--- config.mk ---
export PLATFORM = sky130hd
export DESIGN_NAME = acsu_top
export DESIGN_NICKNAME = d
export VERILOG_FILES = /design/src/common/acsu_pkg.sv /design/src/rtl/acsu_top.sv /design/src/rtl/acsu_decode.sv /design/src/rtl/acsu_merge.sv
export SDC_FILE = /design/constraint.sdc
export NUM_CORES = 1
export LEC_CHECK = 0
export ABC_CLOCK_PERIOD_IN_PS = 5100
export BUFFER_PORTS_ARGS = -buffer_cell sky130_fd_sc_hd__buf_2
export CORE_AREA = 2 2 283 285
export DETAILED_ROUTE_END_ITERATION = 10
export DIE_AREA = 0 0 285 287
export GPL_ROUTABILITY_DRIVEN = 1
export PLACE_DENSITY = 0.49
export SETUP_SLACK_MARGIN = 0.02
export SLEW_MARGIN = 20
export SYNTH_ARGS = -nofsm -noshare
export SYNTH_HDL_FRONTEND = slang
export SYNTH_HIERARCHICAL = 1
export SYNTH_SLANG_ARGS = --single-unit
--- constraint.sdc ---
create_clock -name clk_i -period 5.1 [get_ports clk_i]
set_clock_uncertainty 0.1 [all_clocks]
set_input_delay 0.255 -clock clk_i [delete_from_list [all_inputs] [get_ports clk_i]]
set_output_delay 0.255 -clock clk_i [all_outputs]
set_load 0.05 [all_outputs]
--- src/common/acsu_pkg.sv ---
/*
  constants, field layout and trap codes of the atomic compare-and-swap unit.
  assumes a 64-bit integer datapath and a 32-bit instruction word.
*/
package acsu_pkg;
  localparam int XLEN = 64;
  localparam int WLEN = 32;
  localparam int ALEN = 64;
  localparam int RIDX = 5;

  localparam int OP_HI = 31;
  localparam int OP_LO = 30;
  localparam int RD_HI = 29;
  localparam int RD_LO = 25;
  localparam int OP3_HI = 24;
  localparam int OP3_LO = 19;
  localparam int IFORM_BIT = 13;
  localparam int IMM_HI = 12;
  localparam int IMM_LO = 5;

  localparam logic [1:0] OP_MEMORY = 2'h3;
  localparam logic [5:0] OP3_CAS_WORD = 6'h3c;
  localparam logic [5:0] OP3_CAS_DWORD = 6'h3e;

  localparam logic [7:0] KERNEL_SPACE = 8'h04;
  localparam logic [7:0] KERNEL_SPACE_LE = 8'h0c;
  localparam logic [7:0] USER_VIEW_PRIMARY_SPACE = 8'h10;
  localparam logic [7:0] USER_VIEW_SECONDARY_SPACE = 8'h11;
  localparam logic [7:0] REAL_SPACE = 8'h14;
  localparam logic [7:0] USER_VIEW_PRIMARY_SPACE_LE = 8'h18;
  localparam logic [7:0] USER_VIEW_SECONDARY_SPACE_LE = 8'h19;
  localparam logic [7:0] REAL_SPACE_LE = 8'h1c;
  localparam logic [7:0] PRIMARY_SPACE = 8'h80;
  localparam logic [7:0] SECONDARY_SPACE = 8'h81;
  localparam logic [7:0] PRIMARY_SPACE_LE = 8'h88;
  localparam logic [7:0] SECONDARY_SPACE_LE = 8'h89;
  localparam logic [7:0] PRIV_ONLY_LO = 8'h30;
  localparam logic [7:0] PRIV_ONLY_HI = 8'h7f;
  localparam int SPACE_USER_BIT = 7;
  localparam int SPACE_LITTLE_BIT = 3;

  localparam logic [XLEN-1:0] RST_DATA = 64'h0;
  localparam logic [ALEN-1:0] RST_ADDR = 64'h0;
  localparam logic [7:0] RST_SPACE = 8'h00;

  typedef enum logic [2:0] {
    TRAP_NONE,
    TRAP_ILLEGAL,
    TRAP_ALIGN,
    TRAP_PRIV,
    TRAP_ACCESS
  } acsu_trap_t;
endpackage

--- src/rtl/acsu_top.sv ---
/*
  atomic compare-and-swap unit: takes one instruction with its operands,
  checks it, then runs a locked load followed by an unconditional store.
  assumes a memory port on the same clock that answers each request with a
  one-cycle ack and honours the lock for the whole doubleword.
*/
`timescale 1ns/1ps
module acsu_top (
  input wire logic clk_i,
  input wire logic rst_i,
  input wire logic req_i,
  input wire logic [31:0] instr_i,
  input wire logic [acsu_pkg::XLEN-1:0] address_source_reg_i,
  input wire logic [acsu_pkg::XLEN-1:0] compare_source_reg_i,
  input wire logic [acsu_pkg::XLEN-1:0] dest_reg_i,
  input wire logic [7:0] space_reg_i,
  input wire logic priv_i,
  output logic busy_o,
  output logic atomic_o,
  output logic mem_req_o,
  output logic mem_we_o,
  output logic mem_dw_o,
  output logic mem_lock_o,
  output logic [acsu_pkg::ALEN-1:0] mem_addr_o,
  output logic [7:0] mem_space_o,
  output logic [acsu_pkg::XLEN-1:0] mem_wdata_o,
  input wire logic mem_ack_i,
  input wire logic mem_err_i,
  input wire logic [acsu_pkg::XLEN-1:0] mem_rdata_i,
  output logic done_o,
  output logic rd_we_o,
  output logic [acsu_pkg::RIDX-1:0] rd_idx_o,
  output logic [acsu_pkg::XLEN-1:0] rd_data_o,
  output logic match_o,
  output logic trap_o,
  output acsu_pkg::acsu_trap_t trap_code_o,
  output logic cc_we_o
);
  import acsu_pkg::*;

  typedef enum logic [1:0] {
    ST_IDLE,
    ST_CHECK,
    ST_LOAD,
    ST_STORE
  } acsu_state_t;

  acsu_state_t state_q, state_d;
  logic [31:0] instr_q;
  logic [XLEN-1:0] addr_q, cmp_q, new_q, old_q;
  logic [7:0] space_q;
  logic priv_q;

  wire logic dec_cas, dec_dw;
  wire logic [7:0] dec_space;
  acsu_trap_t dec_trap;
  wire logic mg_match;
  wire logic [XLEN-1:0] mg_store, mg_old;

  acsu_decode u_decode (
    .instr_i(instr_q),
    .addr_i(addr_q),
    .space_reg_i(space_q),
    .priv_i(priv_q),
    .is_cas_o(dec_cas),
    .is_dw_o(dec_dw),
    .space_o(dec_space),
    .trap_o(dec_trap)
  );

  acsu_merge u_merge (
    .is_dw_i(mem_dw_o),
    .little_i(mem_space_o[SPACE_LITTLE_BIT]),
    .cmp_i(cmp_q),
    .new_i(new_q),
    .mem_i(mem_rdata_i),
    .match_o(mg_match),
    .store_o(mg_store),
    .old_o(mg_old)
  );

  wire logic start = (state_q == ST_IDLE) && req_i;
  // a non-cas opcode must never answer, not even with a trap
  wire logic check_trap = (state_q == ST_CHECK) && dec_cas && (dec_trap != TRAP_NONE);
  wire logic check_go = (state_q == ST_CHECK) && (dec_trap == TRAP_NONE);
  wire logic load_ack = (state_q == ST_LOAD) && mem_ack_i;
  wire logic load_ok = load_ack && !mem_err_i;
  wire logic store_ack = (state_q == ST_STORE) && mem_ack_i;
  wire logic finish = check_trap || (load_ack && mem_err_i) || store_ack;
  wire logic fail = check_trap || ((load_ack || store_ack) && mem_err_i);
  wire acsu_trap_t fail_code = check_trap ? dec_trap : TRAP_ACCESS;

  // non-cas opcodes are dropped in check without any answer
  always_comb begin
    state_d = state_q;
    case (state_q)
      ST_IDLE: begin
        if (req_i) begin
          state_d = ST_CHECK;
        end
      end
      ST_CHECK: begin
        if (!dec_cas || check_trap) begin
          state_d = ST_IDLE;
        end else begin
          state_d = ST_LOAD;
        end
      end
      ST_LOAD: begin
        if (load_ack) begin
          state_d = mem_err_i ? ST_IDLE : ST_STORE;
        end
      end
      ST_STORE: begin
        if (store_ack) begin
          state_d = ST_IDLE;
        end
      end
      default: state_d = ST_IDLE;
    endcase
  end

  always_ff @(posedge clk_i) begin
    if (rst_i) begin
      state_q <= ST_IDLE;
    end else begin
      state_q <= state_d;
    end
  end

  // operands are captured once so the caller may move on
  always_ff @(posedge clk_i) begin
    if (rst_i) begin
      instr_q <= 32'h0;
      addr_q <= RST_ADDR;
      cmp_q <= RST_DATA;
      new_q <= RST_DATA;
      space_q <= RST_SPACE;
      priv_q <= 1'b0;
    end else if (start) begin
      instr_q <= instr_i;
      addr_q <= address_source_reg_i;
      cmp_q <= compare_source_reg_i;
      new_q <= dest_reg_i;
      space_q <= space_reg_i;
      priv_q <= priv_i;
    end
  end

  // busy spans check, load and store, atomic only load and store; the core holds interrupts
  // and deferred traps while atomic is high
  always_ff @(posedge clk_i) begin
    if (rst_i) begin
      busy_o <= 1'b0;
      atomic_o <= 1'b0;
    end else begin
      busy_o <= state_d != ST_IDLE;
      atomic_o <= (state_d == ST_LOAD) || (state_d == ST_STORE);
    end
  end

  // the lock covers the containing doubleword from load issue to store ack
  always_ff @(posedge clk_i) begin
    if (rst_i) begin
      mem_req_o <= 1'b0;
      mem_we_o <= 1'b0;
      mem_lock_o <= 1'b0;
    end else begin
      mem_req_o <= (check_go && dec_cas) || load_ok || (mem_req_o && !mem_ack_i);
      mem_we_o <= load_ok || (mem_we_o && !store_ack);
      mem_lock_o <= (check_go && dec_cas) || (mem_lock_o && !finish);
    end
  end

  always_ff @(posedge clk_i) begin
    if (rst_i) begin
      mem_addr_o <= RST_ADDR;
      mem_space_o <= RST_SPACE;
      mem_dw_o <= 1'b0;
    end else if (check_go) begin
      mem_addr_o <= addr_q;
      mem_space_o <= dec_space;
      mem_dw_o <= dec_dw;
    end
  end

  always_ff @(posedge clk_i) begin
    if (rst_i) begin
      mem_wdata_o <= RST_DATA;
      old_q <= RST_DATA;
      match_o <= 1'b0;
    end else if (load_ok) begin
      mem_wdata_o <= mg_store;
      old_q <= mg_old;
      match_o <= mg_match;
    end
  end

  // results; the destination is written only after the store succeeds
  always_ff @(posedge clk_i) begin
    if (rst_i) begin
      done_o <= 1'b0;
      rd_we_o <= 1'b0;
      trap_o <= 1'b0;
      trap_code_o <= TRAP_NONE;
      rd_data_o <= RST_DATA;
      rd_idx_o <= '0;
    end else begin
      done_o <= finish;
      rd_we_o <= store_ack && !mem_err_i;
      trap_o <= fail;
      trap_code_o <= fail ? fail_code : TRAP_NONE;
      if (store_ack && !mem_err_i) begin
        rd_data_o <= old_q;
      end
      if (check_go) begin
        rd_idx_o <= instr_q[RD_HI:RD_LO];
      end
    end
  end

  always_ff @(posedge clk_i) begin
    if (rst_i) begin
      cc_we_o <= 1'b0;
    end else begin
      cc_we_o <= 1'b0;
    end
  end

  wire logic [XLEN-1:0] mem_old = mg_old;
endmodule

--- src/rtl/acsu_decode.sv ---
/*
  instruction decode and legality checks for compare-and-swap.
  assumes registered operands from the caller; purely combinational.
*/
`timescale 1ns/1ps
module acsu_decode (
  input wire logic [31:0] instr_i,
  input wire logic [acsu_pkg::ALEN-1:0] addr_i,
  input wire logic [7:0] space_reg_i,
  input wire logic priv_i,
  output logic is_cas_o,
  output logic is_dw_o,
  output logic [7:0] space_o,
  output acsu_pkg::acsu_trap_t trap_o
);
  import acsu_pkg::*;

  function automatic logic space_allowed(input logic [7:0] s);
    case (s)
      KERNEL_SPACE, KERNEL_SPACE_LE,
      USER_VIEW_PRIMARY_SPACE, USER_VIEW_PRIMARY_SPACE_LE,
      USER_VIEW_SECONDARY_SPACE, USER_VIEW_SECONDARY_SPACE_LE,
      REAL_SPACE, REAL_SPACE_LE,
      PRIMARY_SPACE, PRIMARY_SPACE_LE,
      SECONDARY_SPACE, SECONDARY_SPACE_LE: space_allowed = 1'b1;
      default: space_allowed = 1'b0;
    endcase
  endfunction

  wire logic [5:0] op3 = instr_i[OP3_HI:OP3_LO];
  wire logic iform = instr_i[IFORM_BIT];
  wire logic [7:0] imm_space = instr_i[IMM_HI:IMM_LO];
  wire logic op_ok = instr_i[OP_HI:OP_LO] == OP_MEMORY;
  wire logic bad_form = iform && (imm_space != 8'h00);
  wire logic bad_align = is_dw_o ? (addr_i[2:0] != 3'h0) : (addr_i[1:0] != 2'h0);
  wire logic priv_fail = priv_i ? (space_o >= PRIV_ONLY_LO && space_o <= PRIV_ONLY_HI)
                                : !space_o[SPACE_USER_BIT];
  wire logic space_fail = !space_allowed(space_o);

  assign is_cas_o = op_ok && (op3 == OP3_CAS_WORD || op3 == OP3_CAS_DWORD);
  assign is_dw_o = op3 == OP3_CAS_DWORD;
  assign space_o = iform ? space_reg_i : imm_space;
  // privilege checks are taken before the space check
  assign trap_o = bad_form ? TRAP_ILLEGAL :
                  bad_align ? TRAP_ALIGN :
                  priv_fail ? TRAP_PRIV :
                  space_fail ? TRAP_ACCESS : TRAP_NONE;
endmodule

--- src/rtl/acsu_merge.sv ---
/*
  compare and result selection for one compare-and-swap.
  assumes raw memory data in big-endian lane order, word data in the low half.
*/
`timescale 1ns/1ps
module acsu_merge (
  input wire logic is_dw_i,
  input wire logic little_i,
  input wire logic [acsu_pkg::XLEN-1:0] cmp_i,
  input wire logic [acsu_pkg::XLEN-1:0] new_i,
  input wire logic [acsu_pkg::XLEN-1:0] mem_i,
  output logic match_o,
  output logic [acsu_pkg::XLEN-1:0] store_o,
  output logic [acsu_pkg::XLEN-1:0] old_o
);
  import acsu_pkg::*;

  function automatic logic [XLEN-1:0] order(input logic dw, input logic le,
                                             input logic [XLEN-1:0] v);
    logic [XLEN-1:0] r;
    r = v;
    if (le) begin
      for (int b = 0; b < 8; b++) begin
        r[8*b +: 8] = v[8*(7-b) +: 8];
      end
      if (!dw) begin
        r = {32'h0, r[XLEN-1:WLEN]};
        r[WLEN-1:0] = {v[7:0], v[15:8], v[23:16], v[31:24]};
      end
    end
    if (!dw) begin
      r[XLEN-1:WLEN] = 32'h0;
    end
    order = r;
  endfunction

  wire logic [XLEN-1:0] keep;
  assign old_o = order(is_dw_i, little_i, mem_i);
  assign match_o = is_dw_i ? (old_o == cmp_i) : (old_o[WLEN-1:0] == cmp_i[WLEN-1:0]);
  // a miss writes the old value back so the access is always a store
  assign keep = match_o ? new_i : old_o;
  assign store_o = order(is_dw_i, little_i, keep);
endmodule

# ---- Word-level counts from Yosys, hierarchy flattened
# Index checks and enable logic that the tools add are counted.
dict set report op_classes {
  n_lt_le_gt_ge 2
  n_eq_ne 22
  mux 23
  bitwise 2
  reduce_logical 44
}
# cell count
set op_table {}
lappend op_table {{64-bit two-way mux} 5}
lappend op_table {{64-bit == test} 1}
lappend op_table {{32-bit two-way mux} 2}
lappend op_table {{8-bit by 5-bit == test with 1-bit output (second input constant)} 6}
lappend op_table {{32-bit == test} 1}
lappend op_table {{8-bit == test (second input constant)} 4}
lappend op_table {{1-bit logical AND} 17}
lappend op_table {{3-bit two-way mux} 5}
lappend op_table {{6-bit == test (second input constant)} 2}
lappend op_table {{12-bit OR reduction} 1}
lappend op_table {{1-bit logical OR} 11}
lappend op_table {{2-bit == test (second input constant)} 5}
lappend op_table {{2-bit two-way mux} 5}
lappend op_table {{8-bit by 3-bit == test with 1-bit output (second input constant)} 1}
lappend op_table {{8-bit by 4-bit == test with 1-bit output (second input constant)} 1}
lappend op_table {{8-bit by 6-bit greater-or-equal comparator with 1-bit output (second input constant)} 1}
lappend op_table {{8-bit by 7-bit <= comparator with 1-bit output (second input constant)} 1}
lappend op_table {{8-bit two-way mux} 1}
lappend op_table {{2-bit one-hot mux with 4 select lines} 1}
lappend op_table {{8-bit nonzero test} 1}
lappend op_table {{1-bit logical NOT} 6}
lappend op_table {{3-bit nonzero test} 2}
lappend op_table {{1-bit two-way mux} 4}
lappend op_table {{2-bit nonzero test} 2}
lappend op_table {{6 further kinds} 7}
dict set report totals {
  ff_bits 517
  in_bits 302
  out_inout_bits 219
  wordCells 118
}

# ---- Logic depth before layout (Yosys ltp)
dict set report depth {
  ltp_word 15
  depth_mapped 15
  ltp_nobuf 10
}

# ---- Cells and area by module
# Netlist, hierarchy kept.
# module instances cells_per_inst area_per_inst_um2 seq_area_each_um2
set by_module_without_submodules {}
lappend by_module_without_submodules {acsu_top 1 2254 18482.7 10329.9}
lappend by_module_without_submodules {acsu_merge 1 691 4765.8 0.0}
lappend by_module_without_submodules {acsu_decode 1 37 261.5 0.0}

# ---- Worst setup path after synthesis
# OpenSTA, ideal clock, no wires.
dict set report synth_timing {
  path_type {register to register}
  start {reg mem_space_o[3]}
  end {reg mem_wdata_o[0] (netlist bit)}
  setup_ns 0.132
  arrival_time_ns 2.869
  t_required_ns 4.868
  setup_slack_ns 1.998
  stages_incl_launch_ff 15
  path_buffers 4
  period_less_slack_ns 3.102
  path_cell_list {dfxtp_1 > buf_6 > buf_8 > mux2i_1 > nor3_1 > nor4b_1 > nand4_1 > nor4_2 > buf_4 > nor2_1 > clkbuf_1 > nor4_1 > o22ai_1 > nand2_1 > a21oi_1}
}
dict set report synth_via {
  elab_chain_len 7
  elab_cells_between_ends 8
  cone_classes {2 x eq/ne; 6 x mux}
}
# item line
set synth_rtl {}
lappend synth_rtl {{from (decl)} acsu_top.sv:25} ;# output logic [7:0] mem_space_o,
lappend synth_rtl {{from (signal assigned)} acsu_top.sv:182} ;# mem_space_o <= dec_space;
lappend synth_rtl {{64-bit two-way mux} acsu_merge.sv:22} ;# if (le) begin
lappend synth_rtl {{32-bit two-way mux} acsu_merge.sv:31} ;# if (!dw) begin
lappend synth_rtl {{64-bit == test} acsu_merge.sv:39} ;# assign match_o = is_dw_i ? (old_o == cmp_i) : (old_o[WLEN-1:0] == cmp_i[WLEN-1:0]);
lappend synth_rtl {{1-bit two-way mux} acsu_merge.sv:39}
lappend synth_rtl {{64-bit two-way mux} acsu_merge.sv:41} ;# assign keep = match_o ? new_i : old_o;
lappend synth_rtl {{64-bit two-way mux} acsu_merge.sv:26} ;# if (!dw) begin
lappend synth_rtl {{64-bit two-way mux *} acsu_merge.sv:22}
lappend synth_rtl {{via mg_store[0]} acsu_top.sv:58} ;# wire logic [XLEN-1:0] mg_store, mg_old;
lappend synth_rtl {{to (signal assigned)} acsu_top.sv:193} ;# mem_wdata_o <= mg_store;
lappend synth_rtl {{to (decl)} acsu_top.sv:26} ;# output logic [acsu_pkg::XLEN-1:0] mem_wdata_o,
# Mark *: on every way through the listed nets, which the timed path passes. The rest lies on a longest branch.
# A chain may end at the register's enable or synchronous reset.

# ---- Worst setup path after layout
dict set report layout_timing {
  start {reg mem_space_o[3]}
  end {reg mem_wdata_o[9] (netlist bit)}
}
# Same word-level chain as after synthesis.

==> impl_metrics.tcl <==
set metrics [dict create \
    period_minus_slack_ns 4.63 \
    antenna_found_initial 6 \
    synth_area_per_cell_um2 7.88 \
    yosys_warnings 6 \
    wl_met3_um 5840 \
    hold_viol_final 0 \
    clockRootBuffer "clkbuf_16" \
    htree_levels 2 \
    critPathKind "flip-flop to flip-flop" \
    grtUsageTotal 0.227 \
    nets 3844 \
    worstPathArrival_ns 5.04 \
    p_leak_nw 11.8 \
    tns_ns 0 \
    core_um2 78600 \
    drc_errors 0 \
    status "completed" \
    cts_buffers 58 \
    io_pins 521 \
    vias 23200 \
    clockBufferDepth 3 \
    synth_nets 3244 \
    r2r_start "mem_space_o[3]$_SDFFE_PP0N_" \
    timing.rr.end "mem_wdata_o[9]$_SDFFE_PP0P_" \
    start_util 0.295 \
    clock_latency_ns 0.64 \
    drv_slew 0 \
    rows 103 \
    syn_area_um2 23200 \
    post_cts_buffers 0 \
    grt_setup_unrepaired "false" \
    endpoint_kind "flip-flop" \
    die_x_um 285 \
    nFillCells 8306 \
    hpwl_um 65700 \
    critPathMaxFanout 54 \
    fin_area_um2 30900 \
    power_mw 9.65 \
    cts-resized-gates 0 \
    wl_met1_um 42600 \
    cts_tree "yes" \
    reg2reg_depth 13 \
    slew_headroom 0.278 \
    start_kind "flip-flop" \
    synth_cells 2942 \
    postPlaceCellArea_um2 26000 \
    r2r_slack_ns 0.47 \
    holdCritPathClass "primary input to flip-flop" \
    period_share 0.909 \
    dr.first_iter.drc_count 1835 \
    cp_data_required_time_ns 5.51 \
    drtPass1Iterations 8 \
    drt-total-wl_um 97600 \
    grt_overflow 0 \
    ir_worst_vdd_mv 0.226 \
    port_buffers 509 \
    top_layer_used "met4" \
    die_h_um 287 \
    timing.fmax_mhz 216 \
    worst_pin_slew_ns 1.08 \
    syn2layout_area_growth_pct 33.1 \
    drtAntennaViolNets 0 \
    finalSetupViolations 0 \
    vias_per_cell 5.01 \
    final_util 0.393 \
    grt_pass1_wl_um 142000 \
    design.die.area_um2 81800 \
    gp_congestion 0.899 \
    grt_max_degree 153 \
    wl_per_cell_um 21.0 \
    dr_wl_met2_um 44900 \
    drive_gt1_frac 0.198 \
    path_clk_slew_ns 0.06 \
    crit_start "mem_space_o[3]$_SDFFE_PP0N_" \
    grt_pass1_vias 22200 \
    maxCapViolCount 0 \
    clkSinkCount 506 \
    p_per_area_nw_per_um2 313 \
    endpoint "mem_wdata_o[9]$_SDFFE_PP0P_" \
    finalHoldWorstSlack_ns 0.0599 \
]
[routing by layer]
| layer | GRT usage | up-vias |
|---|---|---|
| met3 | 0.0388 | 206 |
| met1 | 0.300 | 11100 |
| met5 | 0 | - |
| li1 | - | 11200 |
| met2 | 0.367 | 724 |
| met4 | 0.0978 | 0 |
[area by class of cell]
cell class | count | area (um^2) | share of cell area
inverters | 6 | 25.0 | 0.000811
diodes | 6 | 15.0 | 0.000486
flip-flops and latches | 506 | 10100 | 0.328
clock buffers | 80 | 1690 | 0.0546
clock inverters | 21 | 323 | 0.0105
well taps | 1050 | 1310 | 0.0426
repair buffers | 831 | 5790 | 0.188
multi-input cells | 2139 | 11600 | 0.375
[repair_timing]
| action | in CTS | in global routing |
|---|---|---|
| endpoints found under the hold margin | 288 | 0 |
| setup endpoints to repair | 0 | 0 |
| hold buffers | 282 | 0 |
[metrics by stage]
step | std cells | worst slack (ns)
finish | 4639 | 0.467
global route | 4638 | 0.214
CTS | 4633 | 0.572
detailed placement | 4250 | 0.595
global placement | 4250 | 0.574
floorplan | 2942 | 2.00
[sequential cells by signal (all words and copies together), names as in the netlist]
name         cells
match_o          1
mem_space_o      8
space_q          8
old_q           64
mem_wdata_o     64
mem_addr_o      64
trap_code_o      3
mem_dw_o         1
rd_idx_o         5
priv_q           1
mem_we_o         1
cmp_q           64
busy_o           1
addr_q          64
trap_o           1
instr_q         22
mem_req_o        1
mem_lock_o       1
rd_data_o       64
done_o           1
state_q          2
rd_we_o          1
new_q           64
[worst min-delay path by stage]
stage | start | end | slack [ns] | depth (start not counted)
after floorplan | rst_i | state_q[1]$_SDFF_PP0_ | 0.29 | 1
after global placement | old_q[54]$_SDFFE_PP0P_ | rd_data_o[54]$_SDFFE_PP0P_ | 0.34 | 2
after detailed placement | old_q[57]$_SDFFE_PP0P_ | rd_data_o[57]$_SDFFE_PP0P_ | 0.34 | 2
after CTS | mem_rdata_i[21] | old_q[21]$_SDFFE_PP0P_ | 0.005 | 5
after global routing | mem_rdata_i[1] | old_q[1]$_SDFFE_PP0P_ | 0.05 | 5
final | mem_rdata_i[21] | old_q[21]$_SDFFE_PP0P_ | 0.06 | 5
[cells in the final DEF, fill, tap and decap left out, types with 45 or more instances in the layout]
cell and count:
a21oi_1 531, nor2_1 102, buf_2 508, xnor2_1 45, dfxtp_1 504, dlygate4sd3_1 282, a21bo_2 48, clkbuf_16 60
nand2_1 835, nand3_1 86, mux2i_1 132
[where the power goes]
| group | internal, mW | leakage [nW] | switching, mW | total, mW |
|---|---|---|---|---|
| Clock | 2.65 | 0.982 | 1.79 | 4.45 |
| Sequential | 4.06 | 4.11 | 0.104 | 4.16 |
| Combinational | 0.422 | 6.74 | 0.615 | 1.04 |
| Total | 7.14 | 11.8 | 2.51 | 9.65 |
[worst max-delay path: stages (launching register included)]
cell,delay [ns]
dfxtp_4,0.77
buf_4,0.27
mux2i_1,0.49
nor3_1,0.09
nor4b_1,0.37
nand4_1,0.23
nor4_4,0.64
buf_4,0.46
nor2_2,0.16
buf_4,0.30
nor4_1,0.21
o22ai_1,0.13
nand2_1,0.14
a21oi_1,0.07
Power figures use the tool's default switching activity.
